`src/hdl/sleep_gate_defs.svh`:
```
`ifndef SLEEP_GATE_DEFS_SVH
`define SLEEP_GATE_DEFS_SVH

// ************************************************************
// register byte offsets
// ************************************************************
`define RUN_GATE_OFS      12'h108
`define SLEEP_GATE_OFS    12'h118
`define DEEP_GATE_OFS     12'h128
`define IRQ_STATUS_OFS    12'h200
`define IRQ_MASK_OFS      12'h204
`define FAULT_INFO_OFS    12'h208
`define GATE_STATE_OFS    12'h20c

// ************************************************************
// gate register layout
// ************************************************************
`define GATE_RESET        32'h0000_0000
`define GATE_WR_MASK      32'h5000_00ff
`define PHY_GATE_BIT      30
`define MAC_GATE_BIT      28
`define PORT_H_GATE_BIT   7
`define PORT_A_GATE_BIT   0

// ************************************************************
// interrupt status layout
// ************************************************************
`define IRQ_W             2
`define IRQ_FAULT_BIT     0
`define IRQ_MODE_BIT      1
`define IRQ_RESET         2'h0

// ************************************************************
// unit numbering on the access port
// ************************************************************
`define NUM_UNITS         10
`define UNIT_IDX_W        4
`define UNIT_MAC_IDX      4'h8
`define UNIT_PHY_IDX      4'h9

`endif

```
`src/hdl/sleep_gate_pkg.sv`:
```
package sleep_gate_pkg;

  typedef logic [31:0] word_t;
  typedef logic [11:0] addr_t;
  typedef logic [9:0]  unit_vec_t;
  typedef logic [3:0]  unit_idx_t;

  // which gating register currently steers the clock enables
  typedef enum logic [1:0] {
    MODE_RUN,
    MODE_SLEEP,
    MODE_DEEP
  } gate_mode_t;

endpackage : sleep_gate_pkg

```
`src/hdl/sleep_gate_ctrl.sv`:
```
// Contract
// gate bit one clocks unit, zero stops
// access to gated unit gives bus fault
// register resets to all zeros
// sleep gating register at 0x118
// sleep gating applies only with auto select
// bit 30 gates ethernet phy
// bit 28 gates ethernet mac
// bits 7..0 gate ports h..a
// reserved bits read zero, ignore writes
// software enables every needed unit
// otherwise follow run gating, glitch-free enables
//
// Decided for this implementation: strobed register access.
`timescale 1ns/1ps
`include "sleep_gate_defs.svh"

module sleep_gate_ctrl (
  input  wire logic                      clk,                // system clock, 50 MHz
  input  wire logic                      rstn,               // async reset, active low
  input  wire sleep_gate_pkg::addr_t     addr,               // register byte address
  input  wire sleep_gate_pkg::word_t     wdata,              // write data
  input  wire logic                      wr_en,              // write strobe
  input  wire logic                      rd_en,              // read strobe
  output sleep_gate_pkg::word_t          rdata,              // read data, cycle after rd_en
  input  wire logic                      auto_gating_select, // automatic gating select
  input  wire logic                      sleep_active,       // core is in sleep
  input  wire logic                      deep_sleep_active,  // core is in deep sleep
  input  wire sleep_gate_pkg::word_t     run_gate_reg,       // run-mode gating value
  input  wire sleep_gate_pkg::word_t     deep_sleep_gate_reg,// deep-sleep gating value
  input  wire logic                      acc_req,            // access strobe to a unit
  input  wire sleep_gate_pkg::unit_idx_t acc_unit,           // addressed unit
  output logic                           acc_grant,          // access completes
  output logic                           acc_fault,          // bus fault answer
  output sleep_gate_pkg::unit_vec_t      unit_clk_en,        // per-unit clock enables
  output logic                           irq                 // level interrupt
);
  import sleep_gate_pkg::*;

  // ************************************************************
  // state
  // ************************************************************
  word_t                sleep_gate_q;
  word_t                sleep_gate_d;
  gate_mode_t           mode_q;
  gate_mode_t           mode_d;
  logic [`IRQ_W-1:0]    status_q;
  logic [`IRQ_W-1:0]    status_d;
  logic [`IRQ_W-1:0]    mask_q;
  logic [`IRQ_W-1:0]    mask_d;
  logic                 irq_d;
  word_t                rdata_d;
  word_t                sel_gate;
  unit_vec_t            gate_req;
  unit_idx_t            fault_unit;
  logic                 fault_evt;
  logic                 mode_evt;
  logic                 hit_sleep;
  logic                 hit_status;
  logic                 hit_mask;
  logic                 status_wr;
  logic                 mask_wr;
  logic [`IRQ_W-1:0]    status_set;
  word_t                run_gate_clean;
  word_t                deep_gate_clean;
  word_t                rd_value;

  // ************************************************************
  // address decode
  // ************************************************************
  // sleep register offset
  always_comb begin
    hit_sleep  = (addr == `SLEEP_GATE_OFS);
    hit_status = (addr == `IRQ_STATUS_OFS);
    hit_mask   = (addr == `IRQ_MASK_OFS);
  end

  // ************************************************************
  // sleep gating register
  // ************************************************************
  // reserved bits masked
  always_comb begin
    sleep_gate_d = sleep_gate_q;
    if (wr_en && hit_sleep) begin
      sleep_gate_d = wdata & `GATE_WR_MASK;
    end
  end

  // all gates off
  always_ff @(posedge clk or negedge rstn) begin
    if (!rstn) begin
      sleep_gate_q <= `GATE_RESET;
    end else begin
      sleep_gate_q <= sleep_gate_d;
    end
  end

  // ************************************************************
  // gating mode
  // ************************************************************
  // sleep needs auto select
  always_comb begin
    mode_d = MODE_RUN;
    case (mode_q)
      MODE_RUN, MODE_SLEEP, MODE_DEEP: begin
        if (auto_gating_select && deep_sleep_active) begin
          mode_d = MODE_DEEP;
        end else if (auto_gating_select && sleep_active) begin
          mode_d = MODE_SLEEP;
        end else begin
          // fall back to run
          mode_d = MODE_RUN;
        end
      end
      default: begin
        mode_d = MODE_RUN;
      end
    endcase
  end

  always_ff @(posedge clk or negedge rstn) begin
    if (!rstn) begin
      mode_q <= MODE_RUN;
    end else begin
      mode_q <= mode_d;
    end
  end

  // ************************************************************
  // companion gating inputs
  // ************************************************************
  // reserved bits of the run and deep-sleep words are dropped here, so a
  // stray one there can never reach a unit that does not exist
  always_comb begin
    run_gate_clean  = run_gate_reg & `GATE_WR_MASK;
    deep_gate_clean = deep_sleep_gate_reg & `GATE_WR_MASK;
  end

  // ************************************************************
  // gate selection
  // ************************************************************
  always_comb begin
    case (mode_q)
      MODE_SLEEP: begin
        sel_gate = sleep_gate_q;
      end
      MODE_DEEP: begin
        sel_gate = deep_gate_clean;
      end
      default: begin
        sel_gate = run_gate_clean;
      end
    endcase
  end

  // units 0..7 are ports a..h, 8 the mac, 9 the phy
  always_comb begin
    // port gates
    gate_req[7:0] = sel_gate[`PORT_H_GATE_BIT:`PORT_A_GATE_BIT];
    // mac gate
    gate_req[`UNIT_MAC_IDX] = sel_gate[`MAC_GATE_BIT];
    // phy gate
    gate_req[`UNIT_PHY_IDX] = sel_gate[`PHY_GATE_BIT];
  end

  // ************************************************************
  // per-unit enable cells
  // ************************************************************
  // enable follows bit
  // glitch-free enable cell
  // nothing runs until set
  for (genvar u = 0; u < `NUM_UNITS; u++) begin : g_cell
    clk_gate_cell u_cell (
      .clk    (clk),
      .rstn   (rstn),
      .en_req (gate_req[u]),
      .clk_en (unit_clk_en[u])
    );
  end

  // ************************************************************
  // unit access checking
  // ************************************************************
  // judged against the live enables, so an access in the cycle a gate
  // turns on still faults; software must wait one cycle after enabling
  // fault on gated access
  unit_access_check u_check (
    .clk          (clk),
    .rstn         (rstn),
    .acc_req      (acc_req),
    .acc_unit     (acc_unit),
    .gate_en      (unit_clk_en),
    .grant_q      (acc_grant),
    .fault_q      (acc_fault),
    .fault_unit_q (fault_unit)
  );

  // ************************************************************
  // interrupt events
  // ************************************************************
  // a fault is counted on the cycle its answer leaves the block
  always_comb begin
    fault_evt                  = acc_fault;
    mode_evt                   = (mode_d != mode_q);
    status_wr                  = wr_en && hit_status;
    mask_wr                    = wr_en && hit_mask;
    status_set                 = `IRQ_RESET;
    status_set[`IRQ_FAULT_BIT] = fault_evt;
    status_set[`IRQ_MODE_BIT]  = mode_evt;
  end

  // ************************************************************
  // interrupt status, write one to clear
  // ************************************************************
  // set wins over a write-one clear in the same cycle, so no event is lost
  always_comb begin
    status_d = status_q;
    if (status_wr) begin
      status_d = status_q & ~wdata[`IRQ_W-1:0];
    end
    status_d = status_d | status_set;
  end

  always_ff @(posedge clk or negedge rstn) begin
    if (!rstn) begin
      status_q <= `IRQ_RESET;
    end else begin
      status_q <= status_d;
    end
  end

  // ************************************************************
  // interrupt mask
  // ************************************************************
  always_comb begin
    mask_d = mask_q;
    if (mask_wr) begin
      mask_d = wdata[`IRQ_W-1:0];
    end
  end

  always_ff @(posedge clk or negedge rstn) begin
    if (!rstn) begin
      mask_q <= `IRQ_RESET;
    end else begin
      mask_q <= mask_d;
    end
  end

  // ************************************************************
  // interrupt line
  // ************************************************************
  // built from the next values so irq moves on the same edge as status
  always_comb begin
    irq_d = |(status_d & mask_d);
  end

  always_ff @(posedge clk or negedge rstn) begin
    if (!rstn) begin
      irq <= 1'b0;
    end else begin
      irq <= irq_d;
    end
  end

  // ************************************************************
  // register read
  // ************************************************************
  // unmapped addresses read as zero
  // reserved read zero
  always_comb begin
    rd_value = 32'h0000_0000;
    case (addr)
      `SLEEP_GATE_OFS: begin
        rd_value = sleep_gate_q & `GATE_WR_MASK;
      end
      `IRQ_STATUS_OFS: begin
        rd_value = {30'h0000_0000, status_q};
      end
      `IRQ_MASK_OFS: begin
        rd_value = {30'h0000_0000, mask_q};
      end
      `FAULT_INFO_OFS: begin
        rd_value = {28'h000_0000, fault_unit};
      end
      `GATE_STATE_OFS: begin
        rd_value = {20'h0_0000, mode_q, unit_clk_en};
      end
      default: begin
        rd_value = 32'h0000_0000;
      end
    endcase
  end

  // rdata is zero outside the cycle after a read, so no stale value lingers
  always_comb begin
    rdata_d = 32'h0000_0000;
    if (rd_en) begin
      rdata_d = rd_value;
    end
  end

  always_ff @(posedge clk or negedge rstn) begin
    if (!rstn) begin
      rdata <= 32'h0000_0000;
    end else begin
      rdata <= rdata_d;
    end
  end

endmodule : sleep_gate_ctrl

```
`src/hdl/clk_gate_cell.sv`:
```
`timescale 1ns/1ps

module clk_gate_cell (
  input  wire logic clk,     // system clock
  input  wire logic rstn,    // async reset, active low
  input  wire logic en_req,  // requested enable
  output logic      clk_en   // registered clock enable
);

  logic en_d;

  // registering the enable keeps it free of combinational glitches
  always_comb begin
    en_d = en_req;
  end

  always_ff @(posedge clk or negedge rstn) begin
    if (!rstn) begin
      clk_en <= 1'b0;
    end else begin
      clk_en <= en_d;
    end
  end

endmodule : clk_gate_cell

```
`src/hdl/unit_access_check.sv`:
```
`timescale 1ns/1ps
`include "sleep_gate_defs.svh"

module unit_access_check (
  input  wire logic                     clk,         // system clock
  input  wire logic                     rstn,        // async reset, active low
  input  wire logic                     acc_req,     // access strobe to a unit
  input  wire sleep_gate_pkg::unit_idx_t acc_unit,   // addressed unit
  input  wire sleep_gate_pkg::unit_vec_t gate_en,    // live clock enables
  output logic                          grant_q,     // access completes
  output logic                          fault_q,     // access faults
  output sleep_gate_pkg::unit_idx_t     fault_unit_q // last faulting unit
);
  import sleep_gate_pkg::*;

  logic      grant_d;
  logic      fault_d;
  unit_idx_t fault_unit_d;
  logic      unit_on;
  logic      unit_valid;

  // fault gated unit
  always_comb begin
    unit_valid   = (acc_unit < 4'(`NUM_UNITS));
    unit_on      = unit_valid ? gate_en[acc_unit] : 1'b0;
    grant_d      = acc_req & unit_on;
    fault_d      = acc_req & ~unit_on;
    fault_unit_d = fault_d ? acc_unit : fault_unit_q;
  end

  always_ff @(posedge clk or negedge rstn) begin
    if (!rstn) begin
      grant_q      <= 1'b0;
      fault_q      <= 1'b0;
      fault_unit_q <= 4'h0;
    end else begin
      grant_q      <= grant_d;
      fault_q      <= fault_d;
      fault_unit_q <= fault_unit_d;
    end
  end

endmodule : unit_access_check

```
`config.mk`:
```
export PLATFORM = sky130hd
export DESIGN_NAME = sleep_gate_ctrl
export DESIGN_NICKNAME = d
export VERILOG_FILES = /design/src/hdl/sleep_gate_pkg.sv /design/src/hdl/sleep_gate_ctrl.sv /design/src/hdl/clk_gate_cell.sv /design/src/hdl/unit_access_check.sv
export VERILOG_INCLUDE_DIRS = /design/src /design/src/hdl
export SDC_FILE = /design/constraint.sdc
export NUM_CORES = 1
export LEC_CHECK = 0
export CAP_MARGIN = 10
export CORE_MARGIN = 2
export CORE_UTILIZATION = 25
export CTS_CLUSTER_DIAMETER = 150
export CTS_CLUSTER_SIZE = 25
export DETAILED_ROUTE_END_ITERATION = 10
export DONT_BUFFER_PORTS = 1
export GPL_TIMING_DRIVEN = 0
export HOLD_SLACK_MARGIN = 0.06
export REMOVE_ABC_BUFFERS = 1
export SYNTH_ARGS = -nofsm -noshare
export SYNTH_HDL_FRONTEND = slang
export SYNTH_SLANG_ARGS = --single-unit
export TNS_END_PERCENT = 10
```
`constraint.sdc`:
```
create_clock -name clk -period 1.6 [get_ports clk]
set_input_delay 0.32 -clock clk [delete_from_list [all_inputs] [get_ports clk]]
set_output_delay 0.32 -clock clk [all_outputs]
set_load 0.05 [all_outputs]
```
Yosys cells after proc, flatten, opt, wreduce, memory -nomap -nowiden
Index checks and enable logic that the tools add are counted.
{"block": "word_totals", "output_inout_bits": 45, "mem_bits_rw": 0, "n_memories": 0, "rom_bits": 0, "wordCells": 55, "reg_bits": 65, "latchBits": 0, "in_bits": 120}
{"block": "op_classes", "n_div": 0, "add_sub_neg": 0, "bitwise_logic": 7, "n_mux": 11, "magnitude_cmp": 2, "reduce_logical": 8, "n_mul": 0, "n_eq_ne": 8, "shift": 0}
{"op": "$pmux W31 S5", "n": 1}
{"op": "$pmux W31 S2", "n": 1}
{"op": "$eq A12 B10 Y1 const B", "n": 4}
{"op": "$mux W32", "n": 1}
{"op": "$eq A12 B9 Y1 const B", "n": 1}
{"op": "$mux W2", "n": 4}
{"op": "$logic_and A1 B1 Y1", "n": 5}
{"op": "$lt A4 B5 Y1 const B", "n": 1}
{"op": "$and A2 B2 Y2", "n": 2}
{"op": "$bmux W1 S4", "n": 1}
{"op": "$lt A4 B4 Y1 const B", "n": 1}
{"op": "$mux W1", "n": 3}
{"op": "$reduce_or A3 Y1", "n": 1}
{"op": "$and A1 B1 Y1", "n": 2}
{"op": "$eq A2 B1 Y1 const B", "n": 1}
{"op": "$eq A2 B2 Y1 const B", "n": 1}
{"op": "$logic_not A2 Y1", "n": 1}
{"op": "$ne A2 B2 Y1", "n": 1}
{"op": "$not A2 Y2", "n": 1}
{"op": "$or A2 B2 Y2", "n": 1}
{"op": "$reduce_or A2 Y1", "n": 1}
{"op": "$not A1 Y1", "n": 1}

Logic depth before layout (Yosys ltp)
{"block": "depth", "ltp_word": 8, "depth_mapped": 6, "ltp_nobuf": 5}

Hierarchy
Synthesis repeated with hierarchy kept, for this count alone.
{"block": "unflattened", "cells_unflattened": 197, "hier_area_um2": 2359.8}
{"module": "sleep_gate_ctrl", "area_each_um2": 1762.9, "cells_per_inst": 160, "seq_area_each_um2": 775.7, "n_inst": 1}
{"module": "unit_access_check", "area_each_um2": 346.6, "cells_per_inst": 27, "seq_area_each_um2": 150.1, "n_inst": 1}
{"module": "clk_gate_cell", "area_each_um2": 25.0, "cells_per_inst": 1, "seq_area_each_um2": 25.0, "n_inst": 10}

Least setup slack after synthesis
OpenSTA, ideal clock, no wires.
{"block": "synth_timing", "path_kind": "input port to flip-flop", "start": "input addr[7]", "end": "register sleep_gate_q[0]", "setup_time_ps": 125, "path_stages": 6, "required_ps": 1475, "path_buffers": 1, "slack_ps": -226, "arrival_ps": 1701, "cell_sequence": "or4_4 nor2_8 and3_4 buf_8 nand2_8 mux2_4"}
{"block": "synth_between", "elab_chain_len": 2}
{"element": "start: declaration", "line": "sleep_gate_ctrl.sv:21", "text": "input wire sleep_gate_pkg::addr_t addr,"}
{"element": "$eq A12 B9 Y1"}
{"element": "$logic_and A1 B1 Y1", "line": "sleep_gate_ctrl.sv:84", "text": "if (wr_en && hit_sleep) begin"}
{"element": "end signal: assignment", "line": "sleep_gate_ctrl.sv:92", "text": "sleep_gate_q <= `GATE_RESET;"}
{"element": "end signal: assignment", "line": "sleep_gate_ctrl.sv:94", "text": "sleep_gate_q <= sleep_gate_d;"}
{"element": "end: declaration", "line": "sleep_gate_ctrl.sv:43", "text": "word_t sleep_gate_q;"}
No other way between the ends.
A chain may end at the register's enable or synchronous reset.

Worst setup path in the final report
{"block": "layout_timing", "start": "register g_cell[0].u_cell.clk_en", "end": "register u_check.fault_unit_q[0]"}
{"block": "layout_between", "elab_chain_len": 5}
{"element": "start: declaration", "line": "clk_gate_cell.sv:7", "text": "output logic clk_en"}
{"element": "start signal: assignment", "line": "clk_gate_cell.sv:21", "text": "clk_en <= en_d;"}
{"element": "$bmux W1 S4", "line": "unit_access_check.sv:25", "text": "unit_on = unit_valid ? gate_en[acc_unit] : 1'b0;"}
{"element": "$mux W1 (implied by the code)", "line": "unit_access_check.sv:25"}
{"element": "$mux W1", "line": "unit_access_check.sv:25"}
{"element": "$not A1 Y1", "line": "unit_access_check.sv:27", "text": "fault_d = acc_req & ~unit_on;"}
{"element": "$and A1 B1 Y1", "line": "unit_access_check.sv:27"}
{"element": "end signal: assignment", "line": "unit_access_check.sv:39", "text": "fault_unit_q <= fault_unit_d;"}
{"element": "end: declaration", "line": "unit_access_check.sv:12", "text": "output sleep_gate_pkg::unit_idx_t fault_unit_q"}
No other way between the ends. The select of a mux whose other input is x is not followed.

==> results.cfg <==
[layout]
syn2layout_area_growth_pct = 7.114
layout_common_cells = 40 x dfrtp_1, 18 x conb_1, 16 x a22oi_1
antenna_cells = 0
instances_no_fill = 330
fillers = 1004
final_common_cell = dfrtp_1
fin_util = 0.2724
drive_above_1_share = 0.2589
final_nets = 319

[timing]
final-max-slew-violation-count = 0
tightest_slew_ps = 553.8
fin_skew_ps = 7.694
whs_ps = 71.01
finalSetupViolCount = 9
rsz0062_at_grt = yes
clock.fmax_mhz = 500.1
relSlewSlack = 0.6308
setup_slack_ps = -399.8
min_period_ps = 2000
fin_crit_sh = 1.250
hold_viol = 0

[worst_setup_path]
critPathKind = reg2reg
end_kind = flip-flop
rr_worst_depth = 5
cp_data_arrival_time_ps = 2190
cp_max_fo = 5
start_kind = flip-flop
required_ps = 1790

[place]
dp_cells = 318
gp_congestion = 0.8417
port_buffers = 0
dp_hpwl_um = 4632

[power]
leakage_nw = 1.196
ir_worst_vdd_mv = 0.5130
power.total_mw = 2.616
power_density_nw_per_um2 = 991.9

[floorplan]
start_util = 0.2543
die_h_um = 103.2
io_pins = 165
dieArea_sq_um = 10660
core_sq_um = 9684
die_x_um = 103.2
rows = 36

[route]
wire_per_inst_um = 18.21
drtPass1Iterations = 4
dr.first_iter.drc_count = 67
drt_wl_total_um = 6010
num_vias = 1476
ant_nets = 0
via_per_inst = 4.473
drcViolationCount = 0

[min_path]
holdPathStages = 1
min_path_type = in2reg

[outcome]
outcome = complete, but fails checks
violations = negative setup slack

[synthesis]
synth_cell_types = 44
async_flop_share = 1.000
synth_area_per_cell_sq_um = 12.13
ys_dominant_reg_cell = dfrtp_1
ys_ff_latch = 47
synth-edff-count = 0
seq_area_frac_synth = 0.4776
synth_top_area_frac = 0.4776
yosysWarnings = 0
yosysTopAreaCell = dfrtp_1
synth.area.top_cells = dfrtp_1 48%, buf_4 8.5%, mux2_4 7.3%
syn_area_sq_um = 2462
netlist_instances = 203

[global_routing]
grt_use_total = 0.1138
overflow = 0
grt_max_degree = 48
grt_pass1_vias = 1515
antenna_found_initial = 0
grt_first_pass_wirelength_um = 8887

[clock_network]
root_buffer = clkbuf_8
cts_tree = yes
htreeDepth = 2
cts_hold_buf = 2
path_clk_slew_ps = 90
cts_made_buffers = 5
clock_latency_ps = 300
clock_sinks = 47
cts_buffer_depth = 2

[job]
maxCapViolations = 0
[routing by layer]
| layer | vias to the layer above | global-route usage | routed length [um] |
|---|---|---|---|
| met5 | - | 0 | 0 |
| met4 | 0 | 0.04757 | 189 |
| met3 | 15 | 0.06048 | 831 |
| met2 | 80 | 0.1783 | 2782 |
| met1 | 715 | 0.1303 | 2206 |
| li1 | 666 | - | - |
[worst paths after layout]
check | start | end | slack [ps]
worst max-delay path | g_cell[0].u_cell.clk_en | u_check.fault_unit_q[0] | -400
worst min-delay path | deep_sleep_active | mode_q[0] | 70
worst max register to register | g_cell[0].u_cell.clk_en | u_check.fault_unit_q[0] | -400
worst min register to register | u_check.fault_unit_q[3] | u_check.fault_unit_q[3] | 510
max in group asynchronous | rstn | g_cell[1].u_cell.clk_en | 850
min in group asynchronous | rstn | sleep_gate_q[4] | 520
[timing repair]
action                                  4_1_cts  5_1_grt
resized for setup                            13        2
buffers inserted                              1        1
endpoints found under the setup margin        9       23
pin swaps                                     1        2
hold endpoints to repair                     47        1
gates cloned                                  0        0
[worst max-delay path: stages, from the launching register on]
cell and delay, ps:
dfrtp_2 540, mux4_2 500, a32o_2 250, a31oi_4 170, nand2_4 100, mux2_1 320
[registers in the layout, summed over array words and instances (netlist names)]
name,count
u_check.grant_q,1
g_cell.u_cell.clk_en,10
u_check.fault_unit_q,4
irq,1
rdata,14
mode_q,2
status_q,2
u_check.fault_q,1
mask_q,2
sleep_gate_q,10
[layout make-up]
| type | count | area, sq um | share of cell area |
|---|---|---|---|
| timing repair buffer | 4 | 52.55 | 0.01992 |
| clock buffer | 6 | 82.58 | 0.03131 |
| tap | 133 | 166.4 | 0.06309 |
| sequential | 47 | 1185 | 0.4492 |
| multi-input combinational | 134 | 1097 | 0.4160 |
| clock inverter | 2 | 38.79 | 0.01471 |
| inverter | 4 | 15.01 | 0.005693 |
[through the flow]
stage                     setup slack [ps]  TNS, ps  cell area, sq um
final                               -399.8    -2068              2638
after detailed placement            -565.2    -9597              2436
after CTS                           -397.0    -1960              2626
after global routing                -444.9    -2834              2638
after global placement              -530.2    -8812              2436
after floorplan                     -425.1    -4050              2270
[cells in the mapped netlist (2+ instances only)]
| cell | n |
|---|---|
| dfrtp_1 | 47 |
| buf_4 | 28 |
| a22oi_1 | 16 |
| mux2_4 | 12 |
| nand2_1 | 12 |
| o21ai_0 | 12 |
| nor2_1 | 10 |
| and3_1 | 5 |
| a22o_1 | 4 |
| clkbuf_1 | 4 |
| inv_1 | 4 |
| ha_1 | 3 |
| mux2_1 | 3 |
| mux2_2 | 3 |
| nand3_1 | 3 |
| nand4_1 | 3 |
| nor2b_1 | 3 |
| a21o_1 | 2 |
| mux2i_1 | 2 |
| mux4_1 | 2 |
| xnor2_1 | 2 |
[power by group]
| group | switching, mW | internal [mW] |
|---|---|---|
| clock network | 0.423 | 0.514 |
| registers | 0.147 | 1.24 |
| logic | 0.192 | 0.103 |
[cells by family (layout without fill, tap and decap cells)]
| logic type | after synthesis | in the layout | share of synthesized area |
|---|---|---|---|
| and+or+nand+nor | 50 | 50 | 0.1423 |
| buffers and inverters | 39 | 16 | 0.1103 |
| adders and majority gates | 3 | 3 | 0.01525 |
| DFF | 47 | 47 | 0.4776 |
| muxes | 22 | 22 | 0.1301 |
| AOI/OAI and AO/OA | 39 | 39 | 0.1159 |
| xor gates and xnor gates | 2 | 2 | 0.007115 |
| other | 1 | 18 | 0.001523 |
Power figures use the tool's default switching activity.
